===== src/rtl/idf_pkg.sv =====
// Constants, types and helpers shared by the dispatch fault checker.
// Assumes one clock domain; all users import idf_pkg::*.
package idf_pkg;

	// ------------------------------------------------------------
	// Register map (APB byte addresses)
	// ------------------------------------------------------------
	localparam int ADDR_W = 8;
	localparam logic [ADDR_W-1:0] REG_CTRL = 8'h00;
	localparam logic [ADDR_W-1:0] REG_STATUS = 8'h04;
	localparam logic [ADDR_W-1:0] REG_ERRCODE = 8'h08;
	localparam int CTRL_EN_BIT = 0;
	localparam logic CTRL_EN_RESET = 1'b1;
	localparam int STAT_CLASS_LSB = 0;
	localparam int STAT_COUNT_LSB = 8;

	// ------------------------------------------------------------
	// Flags register bit positions
	// ------------------------------------------------------------
	localparam int FL_TRAP = 8;
	localparam int FL_IF = 9;
	localparam int FL_OVF = 11;
	localparam int FL_NEST = 14;
	localparam int FL_RESUME = 16;
	localparam int FL_VIRT = 17;
	localparam int FL_ALIGN = 18;

	// ------------------------------------------------------------
	// Descriptor and selector layout
	// ------------------------------------------------------------
	localparam logic [3:0] DT_TASK = 4'h5;
	localparam logic [3:0] DT_INTR16 = 4'h6;
	localparam logic [3:0] DT_TRAP16 = 4'h7;
	localparam logic [3:0] DT_INTR32 = 4'he;
	localparam logic [3:0] DT_TRAP32 = 4'hf;
	localparam int DT_SIZE_BIT = 3;
	localparam int SEL_TI_BIT = 2;
	localparam logic [1:0] PRIV_USER = 2'h3;
	localparam logic [2:0] IVT_PROT_LAST = 3'h7;
	localparam logic [1:0] IVT_REAL_LAST = 2'h3;

	// ------------------------------------------------------------
	// Stack room needed, in bytes
	// ------------------------------------------------------------
	localparam logic [5:0] NEED_INTER32_EC = 6'h18;
	localparam logic [5:0] NEED_INTER32 = 6'h14;
	localparam logic [5:0] NEED_INTER16_EC = 6'h0c;
	localparam logic [5:0] NEED_INTER16 = 6'h0a;
	localparam logic [5:0] NEED_V86_32_EC = 6'h28;
	localparam logic [5:0] NEED_V86_32 = 6'h24;
	localparam logic [5:0] NEED_V86_16_EC = 6'h14;
	localparam logic [5:0] NEED_V86_16 = 6'h12;
	localparam logic [5:0] NEED_INTRA32_EC = 6'h10;
	localparam logic [5:0] NEED_INTRA32 = 6'h0c;
	localparam logic [5:0] NEED_INTRA16_EC = 6'h08;
	localparam logic [5:0] NEED_INTRA16 = 6'h06;
	localparam logic [5:0] NEED_REAL = 6'h06;

	typedef enum logic [1:0] {
		MODE_REAL = 2'b00,
		MODE_PROT = 2'b01,
		MODE_V86 = 2'b10
	} idf_mode_t;

	typedef enum logic [1:0] {
		SRC_EXT = 2'b00,
		SRC_SWINT = 2'b01,
		SRC_BRK = 2'b10,
		SRC_OVCHK = 2'b11
	} idf_src_t;

	typedef enum logic [2:0] {
		FC_NONE = 3'b000,
		FC_GP = 3'b001,
		FC_SS = 3'b010,
		FC_NP = 3'b011,
		FC_TS = 3'b100,
		FC_PF = 3'b101,
		FC_BP = 3'b110,
		FC_OF = 3'b111
	} idf_fault_t;

	// Error code naming a descriptor table selector
	function automatic logic [15:0] sel_code(input logic [15:0] sel, input logic ext);
		sel_code = {sel[15:2], 1'b0, ext};
	endfunction

	// Error code naming a vector table entry
	function automatic logic [15:0] ivt_code(input logic [7:0] vec, input logic ext);
		ivt_code = {5'h00, vec, 2'b01, ext};
	endfunction

	function automatic logic sel_null(input logic [15:0] sel);
		sel_null = (sel[15:2] == 14'h0000);
	endfunction

endpackage


===== src/rtl/idf_chk_if.sv =====
// Carrier between the fault checker and its stack-room and flag helpers.
// Assumes all three sit on the same clock; signals are combinational.
interface idf_chk_if;
	import idf_pkg::*;
	idf_mode_t mode;
	logic gate32;
	logic err_push;
	logic stack_switch;
	logic intr_gate;
	logic [15:0] room;
	logic [31:0] flags_in;
	logic [5:0] need;
	logic room_ok;
	logic [31:0] flags_new;

	modport ctl (output mode, gate32, err_push, stack_switch, intr_gate, room, flags_in,
		input need, room_ok, flags_new);
	modport rm (input mode, gate32, err_push, stack_switch, room, output need, room_ok);
	modport flg (input mode, intr_gate, flags_in, output flags_new);
endinterface


===== src/rtl/idf_stack_room.sv =====
// Stack room check: bytes a dispatch pushes versus bytes available.
// Assumes the caller picks the new or the current stack's room.
module idf_stack_room
	import idf_pkg::*;
(
	idf_chk_if.rm chk
);

	always_comb begin
		if (chk.mode == MODE_REAL)
			chk.need = NEED_REAL;
		else if (chk.mode == MODE_V86)
			chk.need = chk.gate32 ? (chk.err_push ? NEED_V86_32_EC : NEED_V86_32)
				: (chk.err_push ? NEED_V86_16_EC : NEED_V86_16);
		else if (chk.stack_switch)
			chk.need = chk.gate32 ? (chk.err_push ? NEED_INTER32_EC : NEED_INTER32)
				: (chk.err_push ? NEED_INTER16_EC : NEED_INTER16);
		else
			chk.need = chk.gate32 ? (chk.err_push ? NEED_INTRA32_EC : NEED_INTRA32)
				: (chk.err_push ? NEED_INTRA16_EC : NEED_INTRA16);
	end

	assign chk.room_ok = (chk.room >= {10'h000, chk.need});

endmodule


===== src/rtl/idf_flag_image.sv =====
// Flags as they stand once a dispatch commits.
// Assumes the pushed image is the incoming flags, unchanged.
module idf_flag_image
	import idf_pkg::*;
(
	idf_chk_if.flg chk
);

	always_comb begin
		chk.flags_new = chk.flags_in;
		chk.flags_new[FL_TRAP] = 1'b0;
		chk.flags_new[FL_ALIGN] = 1'b0;
		if (chk.mode == MODE_REAL) begin
			chk.flags_new[FL_IF] = 1'b0;
		end else begin
			chk.flags_new[FL_NEST] = 1'b0;
			chk.flags_new[FL_RESUME] = 1'b0;
			chk.flags_new[FL_VIRT] = 1'b0;
			// Trap gates leave interrupts enabled
			if (chk.intr_gate)
				chk.flags_new[FL_IF] = 1'b0;
		end
	end

endmodule


===== src/rtl/idf_dispatch_check.sv =====
// Interrupt dispatch fault checker with an APB register slave.
// Assumes descriptor fields are fetched by the core and held with REQ_VALID.
//
// Decided for this implementation: the APB slave port and the address map.
module idf_dispatch_check
	import idf_pkg::*;
(
	// Clock and reset
	input wire logic MCLK,
	input wire logic NRST,
	// APB slave
	input wire logic PSEL,
	input wire logic PENABLE,
	input wire logic PWRITE,
	input wire logic [ADDR_W-1:0] PADDR,
	input wire logic [31:0] PWDATA,
	output logic [31:0] PRDATA,
	output logic PREADY,
	output logic PSLVERR,
	// Dispatch request
	input wire logic REQ_VALID,
	input wire logic [1:0] MODE,
	input wire logic [1:0] SOURCE,
	input wire logic EXT_EVENT,
	input wire logic [7:0] VECTOR,
	input wire logic [15:0] IVT_LIMIT,
	input wire logic [1:0] CURRENT_PRIVILEGE_LEVEL,
	input wire logic [1:0] IO_PRIVILEGE_LEVEL,
	input wire logic [31:0] FLAGS_IN,
	input wire logic ERR_PUSH,
	input wire logic PAGE_FAULT,
	input wire logic [15:0] PAGE_FAULT_CODE,
	input wire logic MEM_OPERAND_OUT,
	// Gate from the vector table
	input wire logic [3:0] GATE_TYPE,
	input wire logic GATE_PRESENT,
	input wire logic [1:0] GATE_PRIV,
	input wire logic [15:0] GATE_SELECTOR,
	input wire logic [31:0] TARGET_IP,
	// Descriptor named by the gate: code segment or task state segment
	input wire logic TGT_IN_LIMIT,
	input wire logic TGT_IS_CODE,
	input wire logic TGT_CONFORMING,
	input wire logic TGT_PRESENT,
	input wire logic [1:0] TGT_PRIV,
	input wire logic [31:0] TGT_LIMIT,
	input wire logic TASK_SEG_BUSY,
	// New stack from the task state segment, and stack room
	input wire logic [15:0] NEW_SS_SELECTOR,
	input wire logic NEW_SS_IN_LIMIT,
	input wire logic NEW_SS_WRITABLE,
	input wire logic [1:0] NEW_SS_PRIV,
	input wire logic NEW_SS_PRESENT,
	input wire logic [15:0] NEW_STACK_ROOM,
	input wire logic [15:0] CUR_STACK_ROOM,
	// Result
	output logic DONE,
	output logic [2:0] FAULT_CLASS,
	output logic [15:0] ERROR_CODE,
	output logic COMMIT,
	output logic STACK_SWITCH,
	output logic [31:0] PUSH_FLAGS,
	output logic [31:0] NEW_FLAGS
);

	// ------------------------------------------------------------
	// Decode
	// ------------------------------------------------------------
	idf_chk_if chk ();
	idf_mode_t mode;
	idf_fault_t next_class;
	logic [15:0] next_code;
	logic ctrl_en;
	logic [7:0] fault_count;
	logic take, dispatching, is_task, is_intr, type_ok, sw_int, ivt_over, ip_over, sw;

	assign mode = idf_mode_t'(MODE);
	assign take = REQ_VALID && ctrl_en;
	assign sw_int = (SOURCE == SRC_SWINT);
	assign dispatching = (SOURCE == SRC_EXT) || sw_int;
	assign is_task = (GATE_TYPE == DT_TASK);
	assign is_intr = (GATE_TYPE == DT_INTR16) || (GATE_TYPE == DT_INTR32);
	assign type_ok = is_task || is_intr || (GATE_TYPE == DT_TRAP16) || (GATE_TYPE == DT_TRAP32);
	assign ip_over = (TARGET_IP > TGT_LIMIT);
	// Real mode entries are four bytes, protected and virtual entries eight
	assign ivt_over = (mode == MODE_REAL) ? ({6'h00, VECTOR, IVT_REAL_LAST} > IVT_LIMIT)
		: ({5'h00, VECTOR, IVT_PROT_LAST} > IVT_LIMIT);
	assign sw = (mode != MODE_REAL) && !is_task && !TGT_CONFORMING && (TGT_PRIV < CURRENT_PRIVILEGE_LEVEL);

	assign chk.mode = mode;
	assign chk.gate32 = GATE_TYPE[DT_SIZE_BIT];
	assign chk.err_push = ERR_PUSH;
	assign chk.stack_switch = sw;
	assign chk.intr_gate = is_intr;
	assign chk.room = sw ? NEW_STACK_ROOM : CUR_STACK_ROOM;
	assign chk.flags_in = FLAGS_IN;

	idf_stack_room u_room (
		.chk(chk)
	);

	idf_flag_image u_flags (
		.chk(chk)
	);

	// ------------------------------------------------------------
	// Fault priority: the first check that fails wins
	// ------------------------------------------------------------
	always_comb begin
		next_class = FC_NONE;
		next_code = 16'h0000;
		if (PAGE_FAULT) begin
			next_class = FC_PF;
			next_code = PAGE_FAULT_CODE;
		end else if (SOURCE == SRC_BRK) begin
			next_class = FC_BP;
		end else if (SOURCE == SRC_OVCHK) begin
			// Overflow check with the flag clear simply falls through
			next_class = FLAGS_IN[FL_OVF] ? FC_OF : FC_NONE;
		end else if (mode == MODE_REAL) begin
			if (ivt_over) begin
				next_class = FC_GP;
				next_code = ivt_code(VECTOR, EXT_EVENT);
			end else if (MEM_OPERAND_OUT)
				next_class = FC_GP;
			else if (!chk.room_ok)
				next_class = FC_SS;
		end else if (ivt_over) begin
			next_class = FC_GP;
			next_code = ivt_code(VECTOR, EXT_EVENT);
		end else if (mode == MODE_V86 && sw_int && IO_PRIVILEGE_LEVEL < PRIV_USER && GATE_PRIV != PRIV_USER) begin
			next_class = FC_GP;
		end else if (!type_ok) begin
			next_class = FC_GP;
			next_code = ivt_code(VECTOR, EXT_EVENT);
		end else if (sw_int && GATE_PRIV < CURRENT_PRIVILEGE_LEVEL) begin
			next_class = FC_GP;
			next_code = ivt_code(VECTOR, EXT_EVENT);
		end else if (!GATE_PRESENT) begin
			next_class = FC_NP;
			next_code = ivt_code(VECTOR, EXT_EVENT);
		end else if (sel_null(GATE_SELECTOR)) begin
			next_class = FC_GP;
			next_code = sel_code(GATE_SELECTOR, EXT_EVENT);
		end else if (is_task && GATE_SELECTOR[SEL_TI_BIT]) begin
			next_class = FC_GP;
			next_code = sel_code(GATE_SELECTOR, EXT_EVENT);
		end else if (!TGT_IN_LIMIT) begin
			next_class = FC_GP;
			next_code = sel_code(GATE_SELECTOR, EXT_EVENT);
		end else if (is_task && TASK_SEG_BUSY) begin
			next_class = FC_GP;
			next_code = sel_code(GATE_SELECTOR, EXT_EVENT);
		end else if (!is_task && !TGT_IS_CODE) begin
			next_class = FC_GP;
			next_code = sel_code(GATE_SELECTOR, EXT_EVENT);
		end else if (!TGT_PRESENT) begin
			next_class = FC_NP;
			next_code = sel_code(GATE_SELECTOR, EXT_EVENT);
		end else if (sw && sel_null(NEW_SS_SELECTOR)) begin
			next_class = FC_TS;
			next_code = {15'h0000, EXT_EVENT};
		end else if (sw && (!NEW_SS_IN_LIMIT || NEW_SS_SELECTOR[1:0] != TGT_PRIV)) begin
			next_class = FC_TS;
			next_code = sel_code(NEW_SS_SELECTOR, EXT_EVENT);
		end else if (sw && (NEW_SS_PRIV != TGT_PRIV || !NEW_SS_WRITABLE)) begin
			next_class = FC_TS;
			next_code = sel_code(NEW_SS_SELECTOR, EXT_EVENT);
		end else if (sw && !NEW_SS_PRESENT) begin
			next_class = FC_SS;
			next_code = sel_code(NEW_SS_SELECTOR, EXT_EVENT);
		end else if (sw && !chk.room_ok) begin
			next_class = FC_SS;
			next_code = sel_code(NEW_SS_SELECTOR, EXT_EVENT);
		end else if (!sw && !is_task && !chk.room_ok) begin
			next_class = FC_SS;
		end else if (ip_over) begin
			next_class = FC_GP;
		end
	end

	// ------------------------------------------------------------
	// Result registers
	// ------------------------------------------------------------
	always_ff @(posedge MCLK or negedge NRST) begin
		if (!NRST) begin
			DONE <= 1'b0;
			FAULT_CLASS <= FC_NONE;
			ERROR_CODE <= 16'h0000;
			COMMIT <= 1'b0;
			STACK_SWITCH <= 1'b0;
			PUSH_FLAGS <= 32'h0000_0000;
			NEW_FLAGS <= 32'h0000_0000;
		end else begin
			DONE <= take;
			if (take) begin
				FAULT_CLASS <= next_class;
				ERROR_CODE <= next_code;
				COMMIT <= dispatching && next_class == FC_NONE;
				STACK_SWITCH <= dispatching && next_class == FC_NONE && sw;
				PUSH_FLAGS <= FLAGS_IN;
				// A faulting attempt hands back the flags untouched
				NEW_FLAGS <= (dispatching && next_class == FC_NONE) ? chk.flags_new : FLAGS_IN;
			end
		end
	end

	always_ff @(posedge MCLK or negedge NRST) begin
		if (!NRST)
			fault_count <= 8'h00;
		else if (take && next_class != FC_NONE)
			fault_count <= fault_count + 8'h01;
	end

	// ------------------------------------------------------------
	// APB slave: one wait state, so read data can come from flops
	// ------------------------------------------------------------
	logic apb_done;
	logic addr_ok;
	assign apb_done = PSEL && PENABLE && PREADY;
	assign addr_ok = (PADDR == REG_CTRL) || (PADDR == REG_STATUS) || (PADDR == REG_ERRCODE);

	always_ff @(posedge MCLK or negedge NRST) begin
		if (!NRST) begin
			PREADY <= 1'b0;
			PSLVERR <= 1'b0;
			PRDATA <= 32'h0000_0000;
		end else begin
			PREADY <= PSEL && PENABLE && !PREADY;
			PSLVERR <= PSEL && PENABLE && !PREADY && !addr_ok;
			if (PSEL && PENABLE && !PREADY && !PWRITE) begin
				case (PADDR)
					REG_CTRL: PRDATA <= {31'h0000_0000, ctrl_en};
					REG_STATUS: PRDATA <= {16'h0000, fault_count, 5'h00, FAULT_CLASS};
					REG_ERRCODE: PRDATA <= {16'h0000, ERROR_CODE};
					default: PRDATA <= 32'h0000_0000;
				endcase
			end
		end
	end

	always_ff @(posedge MCLK or negedge NRST) begin
		if (!NRST)
			ctrl_en <= CTRL_EN_RESET;
		else if (apb_done && PWRITE && PADDR == REG_CTRL)
			ctrl_en <= PWDATA[CTRL_EN_BIT];
	end

	// ------------------------------------------------------------
	// Checks
	// ------------------------------------------------------------
	a_done_follows_take: assert property (@(posedge MCLK) disable iff (!NRST)
		take |=> DONE ##1 !DONE || $past(take))
		else $error("DONE did not follow an accepted request");

	a_fault_no_state: assert property (@(posedge MCLK) disable iff (!NRST)
		DONE && FAULT_CLASS != FC_NONE |-> !COMMIT && NEW_FLAGS == $past(FLAGS_IN))
		else $error("Faulting dispatch altered state");

	a_ivt_limit_gp: assert property (@(posedge MCLK) disable iff (!NRST)
		take && dispatching && !PAGE_FAULT && ivt_over |=> FAULT_CLASS == FC_GP && ERROR_CODE[1])
		else $error("Vector beyond table limit not faulted");

	a_commit_ip_ok: assert property (@(posedge MCLK) disable iff (!NRST)
		DONE && COMMIT |-> $past(mode) == MODE_REAL || $past(TARGET_IP) <= $past(TGT_LIMIT))
		else $error("Dispatch committed beyond code limit");

	a_v86_io_priv: assert property (@(posedge MCLK) disable iff (!NRST)
		take && !PAGE_FAULT && sw_int && mode == MODE_V86 && !ivt_over
		&& IO_PRIVILEGE_LEVEL != PRIV_USER && GATE_PRIV != PRIV_USER
		|=> FAULT_CLASS == FC_GP && ERROR_CODE == 16'h0000)
		else $error("Virtual mode privilege check missed");

	a_commit_clears_tf: assert property (@(posedge MCLK) disable iff (!NRST)
		DONE && COMMIT |-> !NEW_FLAGS[FL_TRAP] && PUSH_FLAGS == $past(FLAGS_IN))
		else $error("Committed flags wrong");

	a_switch_room: assert property (@(posedge MCLK) disable iff (!NRST)
		take && sw && chk.gate32 && mode == MODE_PROT |-> chk.need == (ERR_PUSH ? NEED_INTER32_EC : NEED_INTER32))
		else $error("Wrong stack room for switch");

	a_brk_exception: assert property (@(posedge MCLK) disable iff (!NRST)
		take && !PAGE_FAULT && SOURCE == SRC_BRK |=> FAULT_CLASS == FC_BP && !COMMIT)
		else $error("Breakpoint exception not raised");

	a_apb_one_wait: assert property (@(posedge MCLK) disable iff (!NRST)
		PSEL && PENABLE && !PREADY |=> PREADY ##1 !PREADY)
		else $error("APB ready timing broken");

endmodule


===== config.mk =====
export PLATFORM = sky130hd
export DESIGN_NAME = idf_dispatch_check
export DESIGN_NICKNAME = d
export VERILOG_FILES = /design/src/rtl/idf_pkg.sv /design/src/rtl/idf_chk_if.sv /design/src/rtl/idf_stack_room.sv /design/src/rtl/idf_flag_image.sv /design/src/rtl/idf_dispatch_check.sv
export SDC_FILE = /design/constraint.sdc
export NUM_CORES = 1
export LEC_CHECK = 0
export BUFFER_PORTS_ARGS = -buffer_cell sky130_fd_sc_hd__clkbuf_2
export CAP_MARGIN = 20
export CORE_AREA = 8 8 148 150
export CTS_CLUSTER_DIAMETER = 40
export DETAILED_ROUTE_END_ITERATION = 7
export DIE_AREA = 0 0 156 158
export GPL_ROUTABILITY_DRIVEN = 0
export PLACE_DENSITY = 0.69
export SKIP_LAST_GASP = 1
export SLEW_MARGIN = 20
export SYNTH_ARGS = -nofsm -noshare
export SYNTH_HDL_FRONTEND = slang
export SYNTH_SLANG_ARGS = --single-unit

===== constraint.sdc =====
create_clock -name MCLK -period 4.5 [get_ports MCLK]
set_input_delay 0.225 -clock MCLK [delete_from_list [all_inputs] [get_ports MCLK]]
set_output_delay 0.225 -clock MCLK [all_outputs]
set_load 0.005 [all_outputs]

# Word-level counts from Yosys, hierarchy flattened
# Index checks and enable logic that the tools add are counted.
# word_totals
word_cells	157
out_inout_bits	120
regBits	129
# op_classes
addsub	1
mux	67
reduce_logical	56
magnitude_cmp	7
eq_ne	14
# op_table
op	count
$mux W16	21
$mux W3	21
$pmux W16 S3	1
$mux W6	6
$gt A32 B32 Y1	1
$logic_and A1 B1 Y1	28
$logic_not A14 Y1	2
$mux W19	1
$ge A16 B6 Y1	1
$gt A10 B16 Y1	1
$gt A11 B16 Y1	1
$mux W2	7
$eq A4 B3 Y1 const B	3
$mux W4	3
$logic_not A1 Y1	11
$mux W11	1
$logic_or A1 B1 Y1	9
$add A8 B1 Y8 const B	1
$eq A4 B4 Y1 const B	2
$eq A8 B3 Y1 const B	1
$eq A8 B4 Y1 const B	1
$logic_not A8 Y1	1
$eq A2 B2 Y1 const B	3
$mux W1	5
other kinds (10)	13

# Longest topological paths before layout
# Gate-level depths: netlist of the first run.
# depth
word_depth	35
ltp_mapped	18
mapped_depth_nobuf	18

# By module
# Synthesis of the first run repeated with hierarchy kept, for this count alone.
# hier_totals
cells_unflattened	913
area_unflattened_um2	7716.2
# modules_own_cells
module	instances	area_per_inst_um2	cells_per_inst	seq_area_each_um2
idf_dispatch_check	1	7169.4	841	2829.0
idf_stack_room	1	300.3	38	0.0
idf_flag_image	1	246.5	34	0.0

# Worst setup path after synthesis of the first run
# Ideal clock, no wire load.
# synth_path
path_type	input port to flip-flop
from	input CURRENT_PRIVILEGE_LEVEL[1]
to	register fault_count[1]
required_time_ns	4.375
path_buffers	1
stages	17
setup_slack_ns	0.784
arrival_time_ns	3.591
setup_ns	0.125
cell_sequence	inv_1 > ha_1 > or2_1 > a2111oi_4 > clkbuf_1 > o21ai_0 > a22o_1 > ha_1 > nand3_1 > nor3_1 > mux2_2 > nor3_1 > nand2_1 > nand4b_1 > nor3b_4 > nor2_2 > mux2_4
# synth_via
elab_chain_len	31
elab_cells_between_ends	44
# synth_rtl
element	line_no	rtl
start: declaration	idf_dispatch_check.sv:27	input wire logic [1:0] CURRENT_PRIVILEGE_LEVEL,
$lt A2 B2 Y1	idf_dispatch_check.sv:88	assign sw = (mode != MODE_REAL) && !is_task && !TGT_CONFORMING && (TGT_PRIV < CURRENT_PRIVILEGE_LEVEL);
$logic_and A1 B1 Y1	idf_dispatch_check.sv:88	
$mux W6	idf_stack_room.sv:15	else if (chk.stack_switch)
$mux W6	idf_stack_room.sv:12	else if (chk.mode == MODE_V86)
$mux W6	idf_stack_room.sv:10	if (chk.mode == MODE_REAL)
$ge A16 B6 Y1	idf_stack_room.sv:23	assign chk.room_ok = (chk.room >= {10'h000, chk.need});
$logic_not A1 Y1	idf_dispatch_check.sv:172, idf_dispatch_check.sv:175	
$logic_and A1 B1 Y1	idf_dispatch_check.sv:175	end else if (!sw && !is_task && !chk.room_ok) begin
(+15 left out)	-	
$mux W3	idf_dispatch_check.sv:131	end else if (mode == MODE_V86 && sw_int && IO_PRIVILEGE_LEVEL < PRIV_USER && GATE_PRIV != PRIV_USER) begin
$mux W3	idf_dispatch_check.sv:128	end else if (ivt_over) begin
$mux W3 *	idf_dispatch_check.sv:120	end else if (mode == MODE_REAL) begin
$mux W3 *	idf_dispatch_check.sv:117	end else if (SOURCE == SRC_OVCHK) begin
$mux W3 *	idf_dispatch_check.sv:115	end else if (SOURCE == SRC_BRK) begin
$mux W3 *	idf_dispatch_check.sv:112	if (PAGE_FAULT) begin
$reduce_bool A3 Y1 *	idf_dispatch_check.sv:211	else if (take && next_class != FC_NONE)
$logic_and A1 B1 Y1 *	idf_dispatch_check.sv:211	
end signal: assignment	idf_dispatch_check.sv:212	fault_count <= fault_count + 8'h01;
end: declaration	idf_dispatch_check.sv:74	logic [7:0] fault_count;
# Mark *: on every way between the ends. The rest lies on a longest branch, timed or not.
# A chain may end at the register's enable or synchronous reset.

# Worst setup path after layout of the first run
# Same ends and word-level chain as after synthesis.

==> results.py, run 1 <==
metrics = {
    "status": {
        "status": "finished, final reports clean",
    },
    "timing": {
        "fmax_ghz": 0.259,
        "worst-slew-pin-transition_ns": 1.04,
        "finalSetupViolations": 0,
        "max_slew_margin_pct": 30.4,
        "slew_violations": 0,
        "fin_crit_sh_pct": 85.8,
        "period_needed_ns": 3.86,
        "rsz0062_at_grt": "false",
        "skew_ns": 0.00676,
        "hold_viol": 0,
        "fin_setup_tns_ns": 0,
    },
    "logic_synthesis": {
        "synth_flop_cell": "dfrtp_1",
        "ys_types": 68,
        "async_reset_ff_share_pct": 100,
        "ys_seq_elements": 87,
        "syn_inst": 761,
        "ys_warn_count": 0,
        "avgSynthCellArea_um2": 8.26,
        "synth-edff-count": 0,
        "yosysSeqAreaShare_pct": 34.7,
        "syn_area_um2": 6280,
    },
    "layout": {
        "final_util_pct": 42.5,
        "nNetsFinal": 1413,
        "layout_common_cells": "346 x clkbuf_2, 182 x nand2_1, 86 x dfrtp_1, 59 x ha_1, 49 x inv_1",
        "drive_gt1_share_pct": 36.0,
        "stdcell_area_um2": 8380,
        "area_delta_synth_final_pct": 33.3,
        "final_common_cell": "clkbuf_2",
        "antenna_cells": 0,
    },
    "power": {
        "pwr-share-seq_pct": 41.8,
        "power.internal_mw": 1.43,
        "p_sw_share_pct": 26.5,
        "leakagePower_nw": 4.72,
        "p_sw_uw": 515,
        "combPwrFrac_pct": 20.1,
        "clkPwrFrac_pct": 38.1,
        "power_density_nw_per_um2": 231,
        "vdd_drop_max_mv": 0.150,
    },
    "critical_path": {
        "crit_path_end_kind": "flop",
        "worstSetupPathType": "in2reg",
        "startpoint_type": "primary input",
        "critPathArrivalTime_ns": 4.08,
        "cp_max_fo": 8,
        "required_ns": 4.72,
    },
    "clock_tree": {
        "post_cts_buffers": 0,
        "cts_tree": "built",
        "clk_pin_slew_ns": 0.06,
        "clock_latency_ns": 0.33,
        "cts_buffers": 9,
        "cts.sinks": 87,
        "cts_root_buffer": "clkbuf_16",
        "htreeDepth": 3,
        "cts_buffer_depth": 2,
    },
    "routing": {
        "avgViaCountPerCell": 4.88,
        "drc_errors": 0,
        "vias": 6591,
        "drt-total-wl_mm": 23.3,
        "firstDrtPassIters": 4,
        "wl_per_cell_um": 17.2,
        "first_iter_violations": 289,
        "antenna_left": 0,
    },
    "global_route": {
        "grt.total_usage_pct": 18.4,
        "grt_pass1_vias": 6964,
        "grt_max_degree": 67,
        "antenna_found_initial": 3,
        "grt_overflow": 0,
        "grt_pass1_wl_mm": 35.6,
    },
    "die": {
        "die_h_um": 158,
        "core.rowCount": 52,
        "coreArea_um2": 19700,
        "num_io_pins": 397,
        "dieArea_um2": 24600,
        "die-width_um": 156,
        "initial_core_util_pct": 31.9,
    },
    "place": {
        "dp_hpwl_mm": 20.1,
        "io_buffer_count": 347,
        "placed_area_um2": 8070,
    },
    "job": {
        "drv_cap": 0,
    },
    "hold_path": {
        "hp-class": "in2reg",
    },
}
==> routing by layer <==
| layer | up-vias | GRT usage [%] | wire [um] |
|---|---|---|---|
| li1 | 3267 | - | - |
| met4 | 6 | 5.59 | 460 |
| met1 | 3003 | 19.9 | 8900 |
| met2 | 280 | 33.2 | 11600 |
| met3 | 35 | 6.28 | 2230 |
| met5 | - | 0 | 34 |
==> state kept, by name (all words and copies together) (netlist names), 3 cells and up <==
name and count:
PUSH_FLAGS 32, ERROR_CODE 16, PRDATA 16, fault_count 8, NEW_FLAGS 6, FAULT_CLASS 3
==> stage by stage <==
step,hold slack (ns),cells,worst slack [ns],power (mW)
finish,0.0789,1352,0.639,1.94
global route,0.0712,1352,0.403,2.05
CTS,0.0650,1352,0.594,1.96
detailed placement,0.128,1335,0.246,1.22
global placement,0.128,1335,0.285,1.21
floorplan,-0.0706,776,0.784,1.02
==> critical path, cell delays in order <==
cell and delay, ns:
clkbuf_2 0.08, inv_1 0.07, ha_1 0.19, or2_1 0.25, a2111oi_4 0.53, buf_4 0.26, nand2_1 0.06, o21ai_0 0.06
a22o_1 0.17, ha_1 0.24, nand3_1 0.10, nor3_1 0.05, mux2_2 0.27, nor3_1 0.32, buf_4 0.19, nand2_1 0.05
nand4b_1 0.18, nor3b_4 0.38, nor2_2 0.09, mux2_4 0.32
==> final cells by class <==
type                       instances  area, um2
fill                            2078      11300
multi-input combinational        576       3590
sequential                        87       2180
timing repair buffer             353       1790
tap                              270        338
clock buffer                      12        246
inverter                          50        188
clock inverter                     4       55.1
==> what timing repair did <==
| action | 4_1_cts | 5_1_grt |
|---|---|---|
| resized for setup | 0 | 0 |
| hold endpoints to repair | 20 | 0 |
| hold buffers | 1 | 0 |
==> final timing paths <==
path / startpoint / end / slack (ns) / depth (start not counted)
max reg2reg: ctrl_en / fault_count[6] / 1.88 / 6
max in group asynchronous: NRST / NEW_FLAGS[14] / 3.04 / 3
min reg2reg: fault_count[7] / fault_count[7] / 0.47 / 1
max: CURRENT_PRIVILEGE_LEVEL[1] / fault_count[1] / 0.64 / 20
min in group asynchronous: NRST / PSLVERR / 0.34 / 2
min: FLAGS_IN[31] / PUSH_FLAGS[31] / 0.08 / 3
==> synth_stat cells, drive strengths merged, types with 5 or more instances <==
master  count  area, um2
inv        50        188
a221oi     10       87.6
nand4      18        113
buf        45        328
nor4       18        140
a22oi      13       97.6
xor2        6       52.6
nor2b       6       37.5
o21ai      43        219
ha         59        738
mux2        5       60.1
a211oi      5       37.5
dfrtp      86       2150
nand2b      5       31.3
nand3      17       90.1
o211ai      5       37.5
or3         6       37.5
and3        9       56.3
nor3       11       55.1
o21a        5       37.5
a31oi       7       43.8
a21o        7       52.6
a21oi      28        144
clkbuf     18       67.6
nor2       37        141
nand2     183        687
==> power by group through the flow <==
stage,logic [mW],clock network (mW),registers (mW)
after detailed placement,0.391,0,0.825
after global placement,0.384,0,0.824
after floorplan,0.194,0,0.822
final,0.390,0.740,0.810
after CTS,0.394,0.760,0.810
after global routing,0.443,0.793,0.812
==> logic make-up (layout without fill, tap and decap cells) <==
group,after synthesis,count (layout),synth area share [%]
and+or+nand+nor,332,332,25.0
AOI/OAI and AO/OA,156,156,17.1
buffers and inverters,113,419,9.28
DFF,87,87,34.7
adders and majority gates,59,59,11.7
xor gates and xnor gates,7,7,0.976
muxes,6,6,1.11
other,1,16,0.0597
No activity file was read; power rests on OpenSTA's default activity.
==> inputs of run 2 (changes only) <==
--- a/config.mk
+++ b/config.mk
@@ -7,12 +7,12 @@
 export LEC_CHECK = 0
 export BUFFER_PORTS_ARGS = -buffer_cell sky130_fd_sc_hd__clkbuf_2
 export CAP_MARGIN = 20
-export CORE_AREA = 8 8 148 150
+export CORE_AREA = 8 8 146 148
 export CTS_CLUSTER_DIAMETER = 40
+export CTS_CLUSTER_SIZE = 14
 export DETAILED_ROUTE_END_ITERATION = 7
-export DIE_AREA = 0 0 156 158
-export GPL_ROUTABILITY_DRIVEN = 0
-export PLACE_DENSITY = 0.69
+export DIE_AREA = 0 0 154 156
+export PLACE_DENSITY = 0.73
 export SKIP_LAST_GASP = 1
 export SLEW_MARGIN = 20
 export SYNTH_ARGS = -nofsm -noshare
==> constraint.sdc (replaced) <==
create_clock -name MCLK -period 3.15 [get_ports MCLK]
set_input_delay 0.1575 -clock MCLK [delete_from_list [all_inputs] [get_ports MCLK]]
set_output_delay 0.1575 -clock MCLK [all_outputs]
set_load 0.005 [all_outputs]
==> run 2 against run 1 <==
Core utilization is 3.9 points higher; largest power group is now the clock network; sequential power is 43% higher; clock skew is 0.0028 ns higher; sequential share of layout area is 1.4 points lower; critical path depth stayed put.
==> results.py, run 2 (same netlist as run 1, synthesis figures left out) <==
metrics = {
    "status": {
        "status": "finished, final reports clean",
    },
    "routing": {
        "drt-total-wl_mm": 24.7,
        "vias": 6772,
        "avgViaCountPerCell": 4.98,
        "first_iter_violations": 301,
        "top_layer": "met5",
        "wl_per_cell_um": 18.1,
        "drc_errors": 0,
        "firstDrtPassIters": 4,
        "antenna_left": 0,
        "wl_met1_mm": 9.47,
        "dr_wl_met2_mm": 12.6,
        "wl_met3_mm": 2.08,
    },
    "place": {
        "place_congestion": 0.867,
        "placed_area_um2": 8320,
        "io_buffer_count": 347,
        "dp_hpwl_mm": 21.2,
    },
    "die": {
        "num_io_pins": 397,
        "die-width_um": 154,
        "coreArea_um2": 19100,
        "core.rowCount": 51,
        "dieArea_um2": 24000,
        "initial_core_util_pct": 32.9,
        "die_h_um": 156,
    },
    "layout": {
        "fillCellCount": 1894,
        "nNetsFinal": 1453,
        "final_common_cell": "clkbuf_2",
        "stdcell_area_um2": 8850,
        "layout_common_cells": "344 x clkbuf_2, 181 x nand2_1, 86 x dfrtp_1, 58 x ha_1, 48 x inv_1",
        "area_delta_synth_final_pct": 40.9,
        "top_regs": "PUSH_FLAGS x32, ERROR_CODE x16, PRDATA x16",
        "drive_gt1_share_pct": 39.9,
        "largest-register": "PUSH_FLAGS",
        "largest_reg_flops": 32,
    },
    "power": {
        "total_power_mw": 3.10,
        "power_density_nw_per_um2": 350,
        "vdd_drop_max_mv": 0.298,
        "leakagePower_nw": 4.98,
    },
    "timing": {
        "fin_crit_sh_pct": 97.6,
        "fmax_ghz": 0.325,
        "worst-slew-pin-transition_ns": 0.737,
        "period_needed_ns": 3.08,
        "finalSetupViolations": 0,
        "rsz0062_at_grt": "true",
        "slew_violations": 0,
        "skew_ns": 0.00957,
        "hold_viol": 0,
        "max_slew_margin_pct": 50.8,
    },
    "critical_path": {
        "crit_path_end_kind": "flop",
        "rr_worst_depth": 3,
        "cp_max_fo": 7,
        "crit_cells": 20,
        "critPathArrivalTime_ns": 3.30,
        "startpoint_type": "primary input",
        "required_ns": 3.37,
        "slowest_delay_ns": 0.30,
        "worstSetupPathType": "in2reg",
        "path_cells": "buf_8 > inv_12 > ha_4 > or2_4 > a2111oi_4 > buf_4 > o21ai_1 > a22o_1 > ha_1 > nand3_2 > nor3_2 > mux2_4 > nor3_4 > nand2_1 > nand4b_1 > nor3b_4 > buf_6 > buf_6 > nor3_4 > xor2_1",
        "critical-path-top-delay-family": "simple AND/OR/NAND/NOR gates",
        "rrSetupSlack_ns": 1.21,
        "path_buf_inv": 5,
        "cp_slowest_cell": "ha_1",
    },
    "hold_path": {
        "hp-class": "in2reg",
        "hold_depth": 3,
    },
    "clock_tree": {
        "cts.sinks": 87,
        "cts_buffers": 9,
        "cts_buffer_depth": 2,
        "cts_root_buffer": "clkbuf_16",
        "cts_tree": "built",
        "clock_latency_ns": 0.34,
        "htreeDepth": 3,
        "clk_pin_slew_ns": 0.06,
    },
    "global_route": {
        "grt.total_usage_pct": 19.7,
        "grt_overflow": 0,
        "antenna_found_initial": 5,
        "grt_pass1_wl_mm": 37.8,
        "grt_max_degree": 64,
        "grt_pass1_vias": 7207,
    },
    "job": {
        "drv_cap": 0,
    },
}
[run 2: worst reg2reg max path, cell delays in order, from the launching register on]
cell and delay [ns]:
dfrtp_1 0.42, or3_1 0.69, o21bai_1 0.44, o21ai_0 0.30
[run 2: layout make-up]
type,instances,area (um2),area share [%]
diodes,1,2.50,0.0283
well taps,238,298,3.36
flip-flops and latches,87,2180,24.6
clock buffers,9,225,2.54
multi-input cells,576,3690,41.7
clock inverters,7,143,1.61
inverters,50,200,2.26
repair buffers,393,2120,23.9
[run 2: routing by layer]
metal / GRT usage [%] / up-vias
met5: 0 / -
met4: 5.51 / 10
met3: 6.48 / 43
met2: 36.5 / 270
met1: 21.0 / 3098
li1: - / 3351
[run 2: power breakdown]
part	internal, mW	total, mW	switching [mW]
combinational	0.306	0.634	0.328
clock	0.860	1.31	0.452
sequential	1.14	1.16	0.0185
total	2.30	3.10	0.799
[run 2: stage by stage]
step	hold WS (ns)	util [%]	setup TNS (ns)	std cells	setup WS (ns)
floorplan	-0.138	-	-0.634	776	-0.156
global placement	0.173	43.6	-8.35	1336	-0.441
detailed placement	0.178	43.6	-11.63	1336	-0.553
CTS	0.00350	46.1	0	1358	0.00802
global route	0.0141	46.4	-0.456	1360	-0.0972
finish	0.0108	46.4	0	1361	0.0749
[run 2: worst paths after layout]
kind / startpoint / endpoint
setup reg to reg: PREADY / PRDATA[9]
setup / recovery: CURRENT_PRIVILEGE_LEVEL[1] / fault_count[4]
max in group asynchronous: NRST / PUSH_FLAGS[20]
hold reg to reg: PUSH_FLAGS[18] / PUSH_FLAGS[18]
min in group asynchronous: NRST / PSLVERR
hold / removal: FLAGS_IN[4] / PUSH_FLAGS[4]
[run 2: repair_timing]
action,in CTS,in global routing
pin swaps,5,12
gates resized for setup,10,12
setup buffers,4,2
hold endpoints to repair,40,0
setup endpoints to repair,15,30
hold buffers,2,0
